**src/logic/motion_event_params.svh**
```systemverilog
// Register offsets, field positions, reset values and timing bases of the motion event bank
`ifndef MOTION_EVENT_PARAMS_SVH
`define MOTION_EVENT_PARAMS_SVH

`define OFS_AXIS_EN 8'h56
`define OFS_X_TAP 8'h57
`define OFS_EVT_EN_Y_TAP 8'h58
`define OFS_ORIENT_Z_TAP 8'h59
`define OFS_TAP_WINDOWS 8'h5a
`define OFS_WAKE_THS 8'h5b
`define OFS_DURATIONS 8'h5c
`define OFS_FALL_LOW 8'h5d
`define OFS_IRQ_STATUS 8'h60
`define OFS_IRQ_MASK 8'h61
`define BANK_FIRST 8'h56
`define BANK_LAST 8'h5d

`define IDX_AXIS_EN 3'd0
`define IDX_X_TAP 3'd1
`define IDX_EVT_EN 3'd2
`define IDX_ORIENT 3'd3
`define IDX_WINDOWS 3'd4
`define IDX_WAKE 3'd5
`define IDX_DUR 3'd6
`define IDX_FALL 3'd7

`define BANK_RESET 8'h00
`define IRQ_RESET 6'h00

`define X_EN_BIT 3
`define Y_EN_BIT 2
`define Z_EN_BIT 1
`define TAP_LVL_MSB 4
`define TAP_LVL_LSB 0
`define MASTER_EN_BIT 7
`define POLICY_MSB 6
`define POLICY_LSB 5
`define PLANAR_BIT 7
`define ANGLE_MSB 6
`define ANGLE_LSB 5
`define GAP_MSB 7
`define GAP_LSB 4
`define QUIET_MSB 3
`define QUIET_LSB 2
`define SHOCK_MSB 1
`define SHOCK_LSB 0
`define TAP_MODE_BIT 7
`define WAKE_SRC_BIT 6
`define WAKE_LVL_MSB 5
`define WAKE_LVL_LSB 0
`define FALL_MSB_BIT 7
`define WAKE_PERSIST_COUNT_MSB 6
`define WAKE_PERSIST_COUNT_LSB 5
`define WAKE_WEIGHT_BIT 4
`define SLEEP_MSB 3
`define SLEEP_LSB 0
`define FALL_LOW_MSB 7
`define FALL_LOW_LSB 3

`define EV_SINGLE 0
`define EV_DOUBLE 1
`define EV_WAKE 2
`define EV_FALL 3
`define EV_SLEEP 4
`define EV_ORIENT 5

`define GAP_BASE 13'd16
`define GAP_STEP 13'd32
`define QUIET_BASE 13'd2
`define QUIET_STEP 13'd4
`define SHOCK_BASE 13'd4
`define SHOCK_STEP 13'd8
`define SLEEP_BASE 13'd16
`define SLEEP_STEP 13'd512

`define ANGLE_00 7'd80
`define ANGLE_01 7'd70
`define ANGLE_10 7'd60
`define ANGLE_11 7'd50

`define POLICY_NONE 2'b00
`define POLICY_GYRO_SLEEP 2'b10
`define POLICY_GYRO_OFF 2'b11

`endif

```
**src/logic/motion_event_pkg.sv**
```systemverilog
// Types shared by the motion event configuration bank
package motion_event_pkg;

  typedef enum logic [3:0] {
    TAP_IDLE = 4'b0001,
    TAP_OVER = 4'b0010,
    TAP_QUIET = 4'b0100,
    TAP_GAP = 4'b1000
  } tap_state_t;

  // Magnitudes, 1 LSB = accel_full_scale / 256
  typedef struct packed {
    logic [7:0] x_mag;
    logic [7:0] y_mag;
    logic [7:0] z_mag;
    logic [7:0] wake_highpass;
    logic [7:0] wake_lowpass_offset;
    logic fall_below;
    logic orient_change;
  } accel_sample_t;

  typedef struct packed {
    logic sleeping;
    logic accel_low_power;
    logic gyro_sleep;
    logic gyro_power_down;
  } power_ctl_t;

  typedef struct packed {
    logic planar_orientation_only;
    logic [6:0] angle_deg;
  } orient_cfg_t;

  typedef struct packed {
    logic [7:0][7:0] bank;
    logic [5:0] status;
    logic [5:0] mask;
    tap_state_t tap;
    logic [12:0] tap_cnt;
    logic second_tap;
    logic [2:0] wake_cnt;
    logic [6:0] fall_cnt;
    logic [12:0] still_cnt;
    logic [7:0] rdata;
    logic irq;
    logic [5:0] events;
    power_ctl_t power;
    orient_cfg_t orient;
  } bank_state_t;

endpackage

```
**src/logic/motion_event_config_bank.sv**
```systemverilog
// Motion event configuration bank with tap, wake, sleep and free-fall detectors
//
// Implementation choice: the plain strobed port.
`timescale 1ns/1ns
`include "motion_event_params.svh"

module motion_event_config_bank (
  input wire logic core_clk,
  input wire logic arst_n,
  input wire logic [7:0] addr,
  input wire logic [7:0] wdata,
  input wire logic wr,
  input wire logic rd,
  input wire logic sample_valid,
  input wire motion_event_pkg::accel_sample_t sample,
  output logic [7:0] rdata,
  output logic irq,
  output logic [5:0] events,
  output motion_event_pkg::power_ctl_t power,
  output motion_event_pkg::orient_cfg_t orient
);
  import motion_event_pkg::*;

  bank_state_t st;
  bank_state_t next_st;

  // Window length: base when field is zero, else field times step
  function automatic logic [12:0] window_len(input logic [3:0] field, input logic [12:0] base,
                                             input logic [12:0] step);
    logic [12:0] prod;
    prod = 13'({9'd0, field} * step);
    return (field == 4'd0) ? base : prod;
  endfunction

  function automatic logic [6:0] angle_of(input logic [1:0] lvl);
    logic [6:0] deg;
    case (lvl)
      2'b00: deg = `ANGLE_00;
      2'b01: deg = `ANGLE_01;
      2'b10: deg = `ANGLE_10;
      default: deg = `ANGLE_11;
    endcase
    return deg;
  endfunction

  // Five-bit tap level scaled onto the 1/256 magnitude grid
  function automatic logic tap_over(input logic en, input logic [7:0] mag, input logic [4:0] lvl);
    return en && (mag >= {lvl, 3'b000});
  endfunction

  logic [7:0] r_axis, r_xtap, r_evt, r_ori, r_win, r_wake, r_dur, r_fall;
  logic over, above;
  logic [7:0] wake_src, wake_thr;
  logic [12:0] gap_len, quiet_len, shock_len, sleep_len;
  logic [2:0] wake_need;
  logic [6:0] fall_need;
  logic [5:0] raw_ev;
  logic in_bank;
  logic [2:0] bank_idx;

  always_comb begin
    r_axis = st.bank[`IDX_AXIS_EN];
    r_xtap = st.bank[`IDX_X_TAP];
    r_evt = st.bank[`IDX_EVT_EN];
    r_ori = st.bank[`IDX_ORIENT];
    r_win = st.bank[`IDX_WINDOWS];
    r_wake = st.bank[`IDX_WAKE];
    r_dur = st.bank[`IDX_DUR];
    r_fall = st.bank[`IDX_FALL];
    in_bank = (addr >= `BANK_FIRST) && (addr <= `BANK_LAST);
    bank_idx = 3'(addr - `BANK_FIRST);
    over = tap_over(r_axis[`X_EN_BIT], sample.x_mag, r_xtap[`TAP_LVL_MSB:`TAP_LVL_LSB]) ||
           tap_over(r_axis[`Y_EN_BIT], sample.y_mag, r_evt[`TAP_LVL_MSB:`TAP_LVL_LSB]) ||
           tap_over(r_axis[`Z_EN_BIT], sample.z_mag, r_ori[`TAP_LVL_MSB:`TAP_LVL_LSB]);
    wake_src = r_wake[`WAKE_SRC_BIT] ? sample.wake_lowpass_offset : sample.wake_highpass;
    wake_thr = r_dur[`WAKE_WEIGHT_BIT] ? {2'b00, r_wake[`WAKE_LVL_MSB:`WAKE_LVL_LSB]}
                                       : {r_wake[`WAKE_LVL_MSB:`WAKE_LVL_LSB], 2'b00};
    above = wake_src >= wake_thr;
    gap_len = window_len(r_win[`GAP_MSB:`GAP_LSB], `GAP_BASE, `GAP_STEP);
    quiet_len = window_len({2'b00, r_win[`QUIET_MSB:`QUIET_LSB]}, `QUIET_BASE, `QUIET_STEP);
    shock_len = window_len({2'b00, r_win[`SHOCK_MSB:`SHOCK_LSB]}, `SHOCK_BASE, `SHOCK_STEP);
    sleep_len = window_len(r_dur[`SLEEP_MSB:`SLEEP_LSB], `SLEEP_BASE, `SLEEP_STEP);
    wake_need = {1'b0, r_dur[`WAKE_PERSIST_COUNT_MSB:`WAKE_PERSIST_COUNT_LSB]};
    fall_need = {1'b0, r_dur[`FALL_MSB_BIT], r_fall[`FALL_LOW_MSB:`FALL_LOW_LSB]};
  end

  always_comb begin
    next_st = st;
    raw_ev = 6'h00;
    next_st.rdata = 8'h00;
    // Register port; reads of the status word clear it below
    if (wr) begin
      if (in_bank) begin
        next_st.bank[bank_idx] = wdata;
      end else if (addr == `OFS_IRQ_MASK) begin
        next_st.mask = wdata[5:0];
      end
    end
    if (rd) begin
      if (in_bank) begin
        next_st.rdata = st.bank[bank_idx];
      end else if (addr == `OFS_IRQ_STATUS) begin
        next_st.rdata = {2'b00, st.status};
      end else if (addr == `OFS_IRQ_MASK) begin
        next_st.rdata = {2'b00, st.mask};
      end
    end
    // Detectors only move on a sample, so a written value takes effect on the next one
    if (sample_valid) begin
      case (st.tap)
        TAP_IDLE: begin
          if (over) begin
            next_st.tap = TAP_OVER;
            next_st.tap_cnt = 13'd1;
          end
        end
        TAP_OVER: begin
          if (over) begin
            if (st.tap_cnt <= shock_len) begin
              next_st.tap_cnt = st.tap_cnt + 13'd1;
            end
          end else if (st.tap_cnt <= shock_len) begin
            if (st.second_tap && r_wake[`TAP_MODE_BIT]) begin
              // Pending flag stays up through quiet so a third tap cannot pair again
              raw_ev[`EV_DOUBLE] = 1'b1;
            end else begin
              raw_ev[`EV_SINGLE] = 1'b1;
            end
            next_st.tap = TAP_QUIET;
            next_st.tap_cnt = 13'd0;
          end else begin
            // Too long for a tap: drop any pending double
            next_st.tap = TAP_IDLE;
            next_st.second_tap = 1'b0;
          end
        end
        TAP_QUIET: begin
          if (over) begin
            next_st.tap_cnt = 13'd0;
          end else if (st.tap_cnt + 13'd1 >= quiet_len) begin
            next_st.tap_cnt = 13'd0;
            if (r_wake[`TAP_MODE_BIT] && !st.second_tap) begin
              next_st.tap = TAP_GAP;
              next_st.second_tap = 1'b1;
            end else begin
              next_st.tap = TAP_IDLE;
              next_st.second_tap = 1'b0;
            end
          end else begin
            next_st.tap_cnt = st.tap_cnt + 13'd1;
          end
        end
        TAP_GAP: begin
          if (over) begin
            next_st.tap = TAP_OVER;
            next_st.tap_cnt = 13'd1;
          end else if (st.tap_cnt + 13'd1 >= gap_len) begin
            next_st.tap = TAP_IDLE;
            next_st.second_tap = 1'b0;
            next_st.tap_cnt = 13'd0;
          end else begin
            next_st.tap_cnt = st.tap_cnt + 13'd1;
          end
        end
        default: begin
          next_st.tap = TAP_IDLE;
          next_st.tap_cnt = 13'd0;
          next_st.second_tap = 1'b0;
        end
      endcase
      // Wake and fall counters saturate one past their target so each episode fires once
      if (above) begin
        if (st.wake_cnt <= wake_need) begin
          next_st.wake_cnt = st.wake_cnt + 3'd1;
        end
        raw_ev[`EV_WAKE] = (st.wake_cnt == wake_need);
        next_st.still_cnt = 13'd0;
        if (st.power.sleeping) begin
          next_st.power.sleeping = 1'b0;
          raw_ev[`EV_SLEEP] = 1'b1;
        end
      end else begin
        next_st.wake_cnt = 3'd0;
        if (!st.power.sleeping) begin
          if (st.still_cnt + 13'd1 >= sleep_len) begin
            next_st.power.sleeping = 1'b1;
            next_st.still_cnt = 13'd0;
            raw_ev[`EV_SLEEP] = 1'b1;
          end else begin
            next_st.still_cnt = st.still_cnt + 13'd1;
          end
        end
      end
      if (sample.fall_below) begin
        if (st.fall_cnt <= fall_need) begin
          next_st.fall_cnt = st.fall_cnt + 7'd1;
        end
        raw_ev[`EV_FALL] = (st.fall_cnt == fall_need);
      end else begin
        next_st.fall_cnt = 7'd0;
      end
      raw_ev[`EV_ORIENT] = sample.orient_change;
      next_st.orient.planar_orientation_only = r_ori[`PLANAR_BIT];
      next_st.orient.angle_deg = angle_of(r_ori[`ANGLE_MSB:`ANGLE_LSB]);
    end
    // Power policy follows the sleep state
    next_st.power.accel_low_power = next_st.power.sleeping &&
                                    (r_evt[`POLICY_MSB:`POLICY_LSB] != `POLICY_NONE);
    next_st.power.gyro_sleep = next_st.power.sleeping &&
                               (r_evt[`POLICY_MSB:`POLICY_LSB] == `POLICY_GYRO_SLEEP);
    next_st.power.gyro_power_down = next_st.power.sleeping &&
                                    (r_evt[`POLICY_MSB:`POLICY_LSB] == `POLICY_GYRO_OFF);
    next_st.events = raw_ev & {6{r_evt[`MASTER_EN_BIT]}};
    // Set wins over the read clear so no event is lost
    if (rd && addr == `OFS_IRQ_STATUS) begin
      next_st.status = next_st.events;
    end else begin
      next_st.status = st.status | next_st.events;
    end
    next_st.irq = |(next_st.status & next_st.mask);
  end

  always_ff @(posedge core_clk or negedge arst_n) begin
    if (!arst_n) begin
      st <= '{bank: {8{`BANK_RESET}}, status: `IRQ_RESET, mask: `IRQ_RESET, tap: TAP_IDLE,
              orient: '{planar_orientation_only: 1'b0, angle_deg: `ANGLE_00}, default: '0};
    end else begin
      st <= next_st;
    end
  end

  assign rdata = st.rdata;
  assign irq = st.irq;
  assign events = st.events;
  assign power = st.power;
  assign orient = st.orient;

  master_gate_a: assert property (@(posedge core_clk) disable iff (!arst_n)
    !r_evt[`MASTER_EN_BIT] |=> st.events == 6'h00)
    else $error("event raised while master enable clear");

  policy_power_a: assert property (@(posedge core_clk) disable iff (!arst_n)
    st.power.gyro_sleep || st.power.gyro_power_down |-> st.power.accel_low_power && st.power.sleeping)
    else $error("gyro power change without accel low power");

  orient_angle_a: assert property (@(posedge core_clk) disable iff (!arst_n)
    sample_valid |=> st.orient.angle_deg == angle_of($past(r_ori[`ANGLE_MSB:`ANGLE_LSB])))
    else $error("orientation angle not taken from level");

  planar_copy_a: assert property (@(posedge core_clk) disable iff (!arst_n)
    !sample_valid |=> $stable(st.orient.planar_orientation_only))
    else $error("planar flag changed between samples");

  gap_bound_a: assert property (@(posedge core_clk) disable iff (!arst_n)
    st.tap == TAP_GAP |-> st.tap_cnt < gap_len)
    else $error("double tap gap overrun");

  quiet_bound_a: assert property (@(posedge core_clk) disable iff (!arst_n)
    st.tap == TAP_QUIET |-> st.tap_cnt < quiet_len)
    else $error("quiet window overrun");

  shock_limit_a: assert property (@(posedge core_clk) disable iff (!arst_n)
    sample_valid && st.tap == TAP_OVER && !over && st.tap_cnt > shock_len
    |=> st.events[`EV_DOUBLE:`EV_SINGLE] == 2'b00)
    else $error("long pulse taken as tap");

  single_mode_a: assert property (@(posedge core_clk) disable iff (!arst_n)
    !$past(r_wake[`TAP_MODE_BIT]) |-> !st.events[`EV_DOUBLE])
    else $error("double tap in single mode");

  wake_persist_a: assert property (@(posedge core_clk) disable iff (!arst_n)
    st.events[`EV_WAKE] |-> $past(above) && $past(sample_valid))
    else $error("wake without persisting condition");

  sleep_bound_a: assert property (@(posedge core_clk) disable iff (!arst_n)
    !st.power.sleeping |-> st.still_cnt < sleep_len)
    else $error("sleep count overrun");

  axis_off_a: assert property (@(posedge core_clk) disable iff (!arst_n)
    r_axis[`X_EN_BIT:`Z_EN_BIT] == 3'b000 && st.tap == TAP_IDLE |=> st.tap == TAP_IDLE)
    else $error("tap started with all axes disabled");

  irq_level_a: assert property (@(posedge core_clk) disable iff (!arst_n)
    $past(wr && addr == `OFS_IRQ_MASK) |-> irq == |(st.status & $past(wdata[5:0])))
    else $error("interrupt level wrong after mask write");

  status_clear_a: assert property (@(posedge core_clk) disable iff (!arst_n)
    $past(rd && addr == `OFS_IRQ_STATUS) |-> st.status == st.events)
    else $error("status not cleared by read");

  status_sticky_a: assert property (@(posedge core_clk) disable iff (!arst_n)
    !$past(rd && addr == `OFS_IRQ_STATUS) |-> (st.status & $past(st.status)) == $past(st.status))
    else $error("status bit lost without read");

  read_idle_a: assert property (@(posedge core_clk) disable iff (!arst_n)
    !$past(rd) |-> rdata == 8'h00)
    else $error("read data outside read cycle");

  bank_write_a: assert property (@(posedge core_clk) disable iff (!arst_n)
    $past(wr && in_bank) |-> st.bank[$past(bank_idx)] == $past(wdata))
    else $error("register write lost");

  bank_read_a: assert property (@(posedge core_clk) disable iff (!arst_n)
    $past(rd && in_bank) |-> rdata == $past(st.bank[bank_idx]))
    else $error("register read data wrong");

  sample_only_a: assert property (@(posedge core_clk) disable iff (!arst_n)
    !$past(sample_valid) |-> st.events == 6'h00)
    else $error("event raised without a sample");

  orient_hold_a: assert property (@(posedge core_clk) disable iff (!arst_n)
    !sample_valid |=> $stable(st.orient.angle_deg))
    else $error("angle changed between samples");

  orient_event_a: assert property (@(posedge core_clk) disable iff (!arst_n)
    $past(sample_valid && sample.orient_change && r_evt[`MASTER_EN_BIT]) |-> st.events[`EV_ORIENT])
    else $error("orientation change not reported");

  policy_none_a: assert property (@(posedge core_clk) disable iff (!arst_n)
    r_evt[`POLICY_MSB:`POLICY_LSB] == `POLICY_NONE |=> !st.power.accel_low_power)
    else $error("accel rate changed under no-change policy");

  gyro_policy_a: assert property (@(posedge core_clk) disable iff (!arst_n)
    !r_evt[`POLICY_MSB] |=> !st.power.gyro_sleep && !st.power.gyro_power_down)
    else $error("gyro power changed under accel-only policy");

  tap_start_a: assert property (@(posedge core_clk) disable iff (!arst_n)
    sample_valid && st.tap == TAP_IDLE && !over |=> st.tap == TAP_IDLE)
    else $error("tap started below level");

  single_release_a: assert property (@(posedge core_clk) disable iff (!arst_n)
    st.events[`EV_SINGLE] |-> $past(st.tap) == TAP_OVER && !$past(over) &&
                              $past(st.tap_cnt) <= $past(shock_len))
    else $error("single tap without short pulse");

  double_pending_a: assert property (@(posedge core_clk) disable iff (!arst_n)
    st.events[`EV_DOUBLE] |-> $past(st.second_tap))
    else $error("double tap without first tap");

  wake_restart_a: assert property (@(posedge core_clk) disable iff (!arst_n)
    sample_valid && !above |=> st.wake_cnt == 3'd0)
    else $error("wake count kept over a quiet sample");

  fall_event_a: assert property (@(posedge core_clk) disable iff (!arst_n)
    st.events[`EV_FALL] |-> $past(sample_valid) && $past(sample.fall_below))
    else $error("free fall without fall condition");

  fall_restart_a: assert property (@(posedge core_clk) disable iff (!arst_n)
    sample_valid && !sample.fall_below |=> st.fall_cnt == 7'd0)
    else $error("fall count kept over a normal sample");

  sleep_enter_a: assert property (@(posedge core_clk) disable iff (!arst_n)
    $rose(st.power.sleeping) |-> $past(sample_valid) && !$past(above))
    else $error("sleep entered on an active sample");

  sleep_exit_a: assert property (@(posedge core_clk) disable iff (!arst_n)
    $fell(st.power.sleeping) |-> $past(sample_valid) && $past(above))
    else $error("sleep left without activity");

  sleep_event_a: assert property (@(posedge core_clk) disable iff (!arst_n)
    $changed(st.power.sleeping) && $past(r_evt[`MASTER_EN_BIT]) |-> st.events[`EV_SLEEP])
    else $error("sleep change not reported");

endmodule

```
**config.mk**
```make
export PLATFORM = sky130hd
export DESIGN_NAME = motion_event_config_bank
export DESIGN_NICKNAME = d
export VERILOG_FILES = /design/src/logic/motion_event_pkg.sv /design/src/logic/motion_event_config_bank.sv
export VERILOG_INCLUDE_DIRS = /design/src /design/src/logic
export SDC_FILE = /design/constraint.sdc
export NUM_CORES = 1
export LEC_CHECK = 0
export BUFFER_PORTS_ARGS = -buffer_cell sky130_fd_sc_hd__buf_2
export CORE_MARGIN = 4
export CORE_UTILIZATION = 50
export CTS_CLUSTER_SIZE = 28
export DETAILED_ROUTE_END_ITERATION = 16
export GPL_ROUTABILITY_DRIVEN = 0
export MAX_ROUTING_LAYER = met4
export PLACE_DENSITY_LB_ADDON = 0.1
export SLEW_MARGIN = 5
export SYNTH_ARGS = -nofsm -noshare
export SYNTH_HDL_FRONTEND = slang
export SYNTH_SLANG_ARGS = --single-unit
```
**constraint.sdc**
```tcl
create_clock -name core_clk -period 4.05 [get_ports core_clk]
set_input_delay 0 -clock core_clk [delete_from_list [all_inputs] [get_ports core_clk]]
set_output_delay 0 -clock core_clk [all_outputs]
set_load 0.03 [all_outputs]
```
# ---- Word level (Yosys, flattened, before mapping)
# Cells that the tools add are included.
dict set report classes {
  addsub 5
  shift 0
  n_mul 0
  n_mux 65
  div_mod_pow 0
  eq_ne 24
  reduce_logical 28
  order_cmp 14
  n_bitwise 4
}
# op count
set ops {}
lappend ops {{13-bit two-way mux} 10}
lappend ops {{17-bit case mux with 4 select lines} 1}
lappend ops {{64-bit bitwise mux} 1}
lappend ops {{8-bit two-way mux} 6}
lappend ops {{6-bit two-way mux} 7}
lappend ops {{17-bit two-way mux} 2}
lappend ops {{8-bit greater-or-equal comparator} 4}
lappend ops {{13-bit by 1-bit adder with 13-bit output, second input constant} 2}
lappend ops {{8-bit binary-select mux with 3-bit select} 1}
lappend ops {{8-bit demux with 3-bit select} 1}
lappend ops {{4-bit two-way mux} 6}
lappend ops {{7-bit case mux with 3 select lines} 1}
lappend ops {{1-bit two-way mux} 18}
lappend ops {{8-bit by 7-bit == test with 1-bit output, second input constant} 2}
lappend ops {{2-bit != test, second input constant} 8}
lappend ops {{7-bit two-way mux} 2}
lappend ops {{13-bit greater-or-equal comparator} 1}
lappend ops {{13-bit by 4-bit greater-or-equal comparator with 1-bit output} 1}
lappend ops {{13-bit by 9-bit greater-or-equal comparator with 1-bit output} 1}
lappend ops {{13-bit by 5-bit less-or-equal comparator with 1-bit output} 1}
lappend ops {{6-bit bitwise AND} 2}
lappend ops {{1-bit logical AND} 11}
lappend ops {{3-bit two-way mux} 3}
lappend ops {{9-bit two-way mux} 1}
lappend ops {{34 further kinds} 47}
dict set report totals {
  romBits 0
  elab_cells 165
  output_inout_bits 27
  ff_bits 144
  latch_bits 0
  inputBits 63
  ramBits 0
  n_memories 0
}

# ---- Longest topological paths before layout
dict set report logic_depth {
  word_depth 12
  ltp_mapped 15
  ltp_nobuf 14
}

# ---- Worst setup path after synthesis
# Ideal clock, no wire load.
dict set report synth_path {
  kind {reg-to-reg}
  start {register st[27] in the netlist's numbering}
  end {register st[35] in the netlist's numbering}
  stages_incl_launch_ff 16
  setup_slack_ns 0.629
  n_path_buf 1
  t_arrival_ns 3.357
  path_cell_list {dfrtp_1 -> ha_1 -> nand2_1 -> nor2_1 -> and3_1 -> nand3_1 -> xnor2_1 -> ha_1 -> a21o_1 -> a211oi_1 -> nand3_1 -> o31a_1 -> or4_1 -> buf_2 -> nor3b_1 -> a21o_1}
}
dict set report synth_via {
  elab_chain_len 5
}
# element line_no
set synth_lines {}
lappend synth_lines {{start, declared} motion_event_config_bank.sv:24} ;# bank_state_t st;
lappend synth_lines {{start signal, assigned} motion_event_config_bank.sv:225} ;# st <= '{bank: {8{`BANK_RESET}}, status: `IRQ_RESET, mask: `IRQ_RESET, tap: TAP_IDLE,
lappend synth_lines {{start signal, assigned} motion_event_config_bank.sv:228} ;# st <= next_st;
lappend synth_lines {{13-bit by 1-bit adder with 13-bit output *} {motion_event_config_bank.sv:185, motion_event_config_bank.sv:190}}
lappend synth_lines {{13-bit greater-or-equal comparator} motion_event_config_bank.sv:185} ;# if (st.still_cnt + 13'd1 >= sleep_len) begin
lappend synth_lines {{13-bit two-way mux *} motion_event_config_bank.sv:185}
lappend synth_lines {{13-bit two-way mux *} motion_event_config_bank.sv:184} ;# if (!st.power.sleeping) begin
lappend synth_lines {{13-bit two-way mux *} motion_event_config_bank.sv:172} ;# if (above) begin
# Mark *: on every way between the ends. The rest lies on a longest branch, timed or not. The select of a mux whose other input is x is not followed.
# A chain may end at the register's enable or synchronous reset.

# ---- Final worst setup path
dict set report layout_path {
  start {register st[27] in the netlist's numbering}
  end {register st[32] in the netlist's numbering}
}
# Same word-level chain as after synthesis.

==> impl_metrics.ini <==
[run]
cap_viol_max_count = 0

[worst_setup_path]
critPathLaunch = st[27]$_DFFE_PN0P_
slowest_stage = or4_4
timing.rr.start = st[27]$_DFFE_PN0P_
crit_fanout = 10
crit_path_end_kind = register
reg2reg_to = st[32]$_DFFE_PN0P_
cp_data_arrival_time_ns = 4.09
endpoint = st[32]$_DFFE_PN0P_
rrSetupSlack_ns = 0.32
startpoint_type = register
slowest_delay_ns = 0.57
reg2reg_depth = 14
crit_type = reg -> reg
worstPathRequired_ns = 4.41
crit_chain = ha_2 -> nand2_1 -> nor2_1 -> and3_1 -> nand3_1 -> xnor2_1 -> ha_1 -> a21o_1 -> a211oi_1 -> nand3_1 -> o31a_1 -> or4_4 -> o21ai_0 -> a21o_1

[placement]
place_area_mm2 = 0.00893
io_buffers = 88
dp_hpwl_um = 15200
dpl.cell_count = 1051

[detailed_routing]
drtIter0Drc = 465
first_pass_iters = 5
drcViolationCount = 0
antenna_left = 0
num_vias = 6384
wl_um = 20600
vias_per_cell = 5.83
wl_per_cell_um = 18.8

[pwr]
power.switching_mw = 1.11
leakagePower_nw = 4.78
ir_drop_mv = 0.326
sw_frac_of_total_pct = 28.3
powerDensity_mw_per_mm2 = 405
power_frac_seq_pct = 42.0
clkPwrFrac_pct = 41.8
pwr-share-comb_pct = 16.1
internal-power_mw = 2.81

[timing]
grt_setup_unrepaired = false
setup_viol_count_final = 0
max_freq_mhz = 268
final_max_slew_viol_count = 0
fin_crit_ns = 3.73
fin_setup_tns_ns = 0
tightest_slew_ns = 1.00
hold_viol_final = 0
fin_crit_sh_pct = 92.0
finClkSkew_ns = 0.00661
slew_headroom_pct = 33.1

[floorplan]
core_region_area_mm2 = 0.0166
initial_core_util_pct = 51.2
pin_count = 90
die_h_um = 138
row_count = 47
die_area_mm2 = 0.0191
die_x_um = 138

[logic_synthesis]
synth_top_area_share_pct = 41.3
synthTopCellsByCount = dfrtp_1 (140), mux2_2 (70), inv_1 (62)
yosys_warnings = 0
async_flop_share_pct = 100
ys_ff_latch = 143
ys_types = 73
yosys-top-cells-area = dfrtp_1 (41%), mux2_2 (9.3%), ha_1 (9.0%), mux4_2 (4.2%), inv_1 (2.7%)
syn_inst = 793
syn_area_mm2 = 0.00849
yosysTopAreaCell = dfrtp_1
syn-num-nets = 917
syn_avg_cell_area_um2 = 10.7
ys_seq_area_share_pct = 42.2
synth-main-ff-cell = dfrtp_1
synth_edf_count = 0
synth_most_common_cell = dfrtp_1

[clock_tree]
tritoncts = built
cts.sinks = 143
cts_made_buffers = 17
cts_buffer_depth = 2
root_buffer = clkbuf_16
postCtsSetupRepairBufs = 0
path_clk_slew_ns = 0.06
htreeDepth = 4
clkLatencyLatePin_ns = 0.43

[global_route]
gr-usage-met3_pct = 5.80
antenna_found_initial = 0
grt_pass1_vias = 6589
grt-busiest-layer = met2
grt_use_met2_pct = 36.9
grt_pass1_wl_um = 34400
use_met1_pct = 29.3
overflow = 0
grt_max_degree = 110
grtUsageTotal_pct = 23.0

[final_layout]
nFillCells = 1427
drive_gt1_share_pct = 26.6
multi_input_area_mm2 = 0.00436
area.sequential_mm2 = 0.00358
fin_nets = 986
design_area_mm2 = 0.00968
insertedDiodeCount = 0
area_growth_pct = 14.1
final_cells = 1095

[min_path]
worstHoldPathType = in -> reg
whs_path_depth = 2

[run_status]
status = completed
-- power groups by stage --
stage	combinational [mW]	clock, mW	sequential [mW]
2_1_floorplan	0.443	0	1.63
3_3_place_gp	0.598	0	1.66
3_5_place_dp	0.620	0	1.67
4_1_cts	0.633	1.67	1.65
5_1_grt	0.712	1.75	1.66
6_report	0.632	1.64	1.65
-- critical path: cells and delay by family (launching register included) --
family	cells	cell delay, ns
AO/OA/AOI/OAI	5	1.14
XOR/XNOR	1	0.23
adder cells (fa/ha/maj)	2	0.53
flip-flops	1	0.46
AND/OR/NAND/NOR	6	1.31
-- what timing repair did --
item / CTS / global route
gates resized for setup: 0 / 2
setup endpoints to repair: 0 / 6
hold buffers: 12 / 0
hold endpoints to repair: 166 / 0
-- kinds of logic after synthesis --
family	after synthesis	share of synthesized area, %
buffers and inverters	118	6.49
adders and majority gates	61	8.99
other	1	0.0442
DFF	143	42.2
and+or+nand+nor	204	13.3
muxes	97	14.9
AOI/OAI and AO/OA	150	12.1
xor gates and xnor gates	19	1.96
-- per-layer routing --
layer | wire [um] | up-vias
met2 | 10100 | 184
met1 | 9040 | 3172
met3 | 1100 | 29
met5 | 0 | -
li1 | - | 2999
met4 | 348 | 0
-- worst min-delay path by stage --
| stage | start | end | slack [ns] |
|---|---|---|---|
| 2_1_floorplan | arst_n | events[0]$_DFF_PN0_ | -0.30 |
| 3_3_place_gp | arst_n | st[34]$_DFFE_PN0P_ | 0.18 |
| 3_5_place_dp | arst_n | st[34]$_DFFE_PN0P_ | 0.20 |
| 4_1_cts | sample_valid | orient[1]$_DFFE_PN0P_ | 0.08 |
| 5_1_grt | sample_valid | orient[5]$_DFFE_PN0P_ | 0.08 |
| 6_report | sample_valid | orient[5]$_DFFE_PN0P_ | 0.08 |
-- through the flow --
stage	setup slack, ns	hold slack (ns)	util, %	total power, mW
detailed placement	0.213	0.196	53.9	2.29
finish	0.322	0.0815	58.4	3.92
global route	0.0167	0.0845	58.4	4.13
CTS	0.178	0.0758	58.3	3.95
floorplan	0.629	-0.296	-	2.07
global placement	0.355	0.179	53.9	2.26
-- cell usage in the layout, fill, tap and decap left out, drive strengths merged, types with 13 or more instances in the layout --
cell type    n
buf         93
nand2       52
inv         66
dfrtp      140
o21ai       50
clkbuf      18
ha          61
mux2        70
and3        14
a21o        22
xor2        13
nor2        31
a21oi       18
mux4        16
nand3       20
-- state kept, by name (all words and copies together), names as in the netlist --
register	flops
rdata	8
r_axis	8
irq	1
events	6
orient	7
r_fall	8
power	4
r_wake	8
r_ori	8
r_win	8
r_xtap	8
st	53
r_dur	8
r_evt	8
-- cell type report --
cell class / instances / share of cell area [%]
multi-input combinational: 532 / 45.0
sequential: 143 / 37.0
timing repair buffer: 105 / 6.24
clock buffer: 18 / 4.54
tap: 220 / 2.84
inverter: 63 / 2.44
clock inverter: 14 / 1.89
No activity file was read; power rests on OpenSTA's default activity.
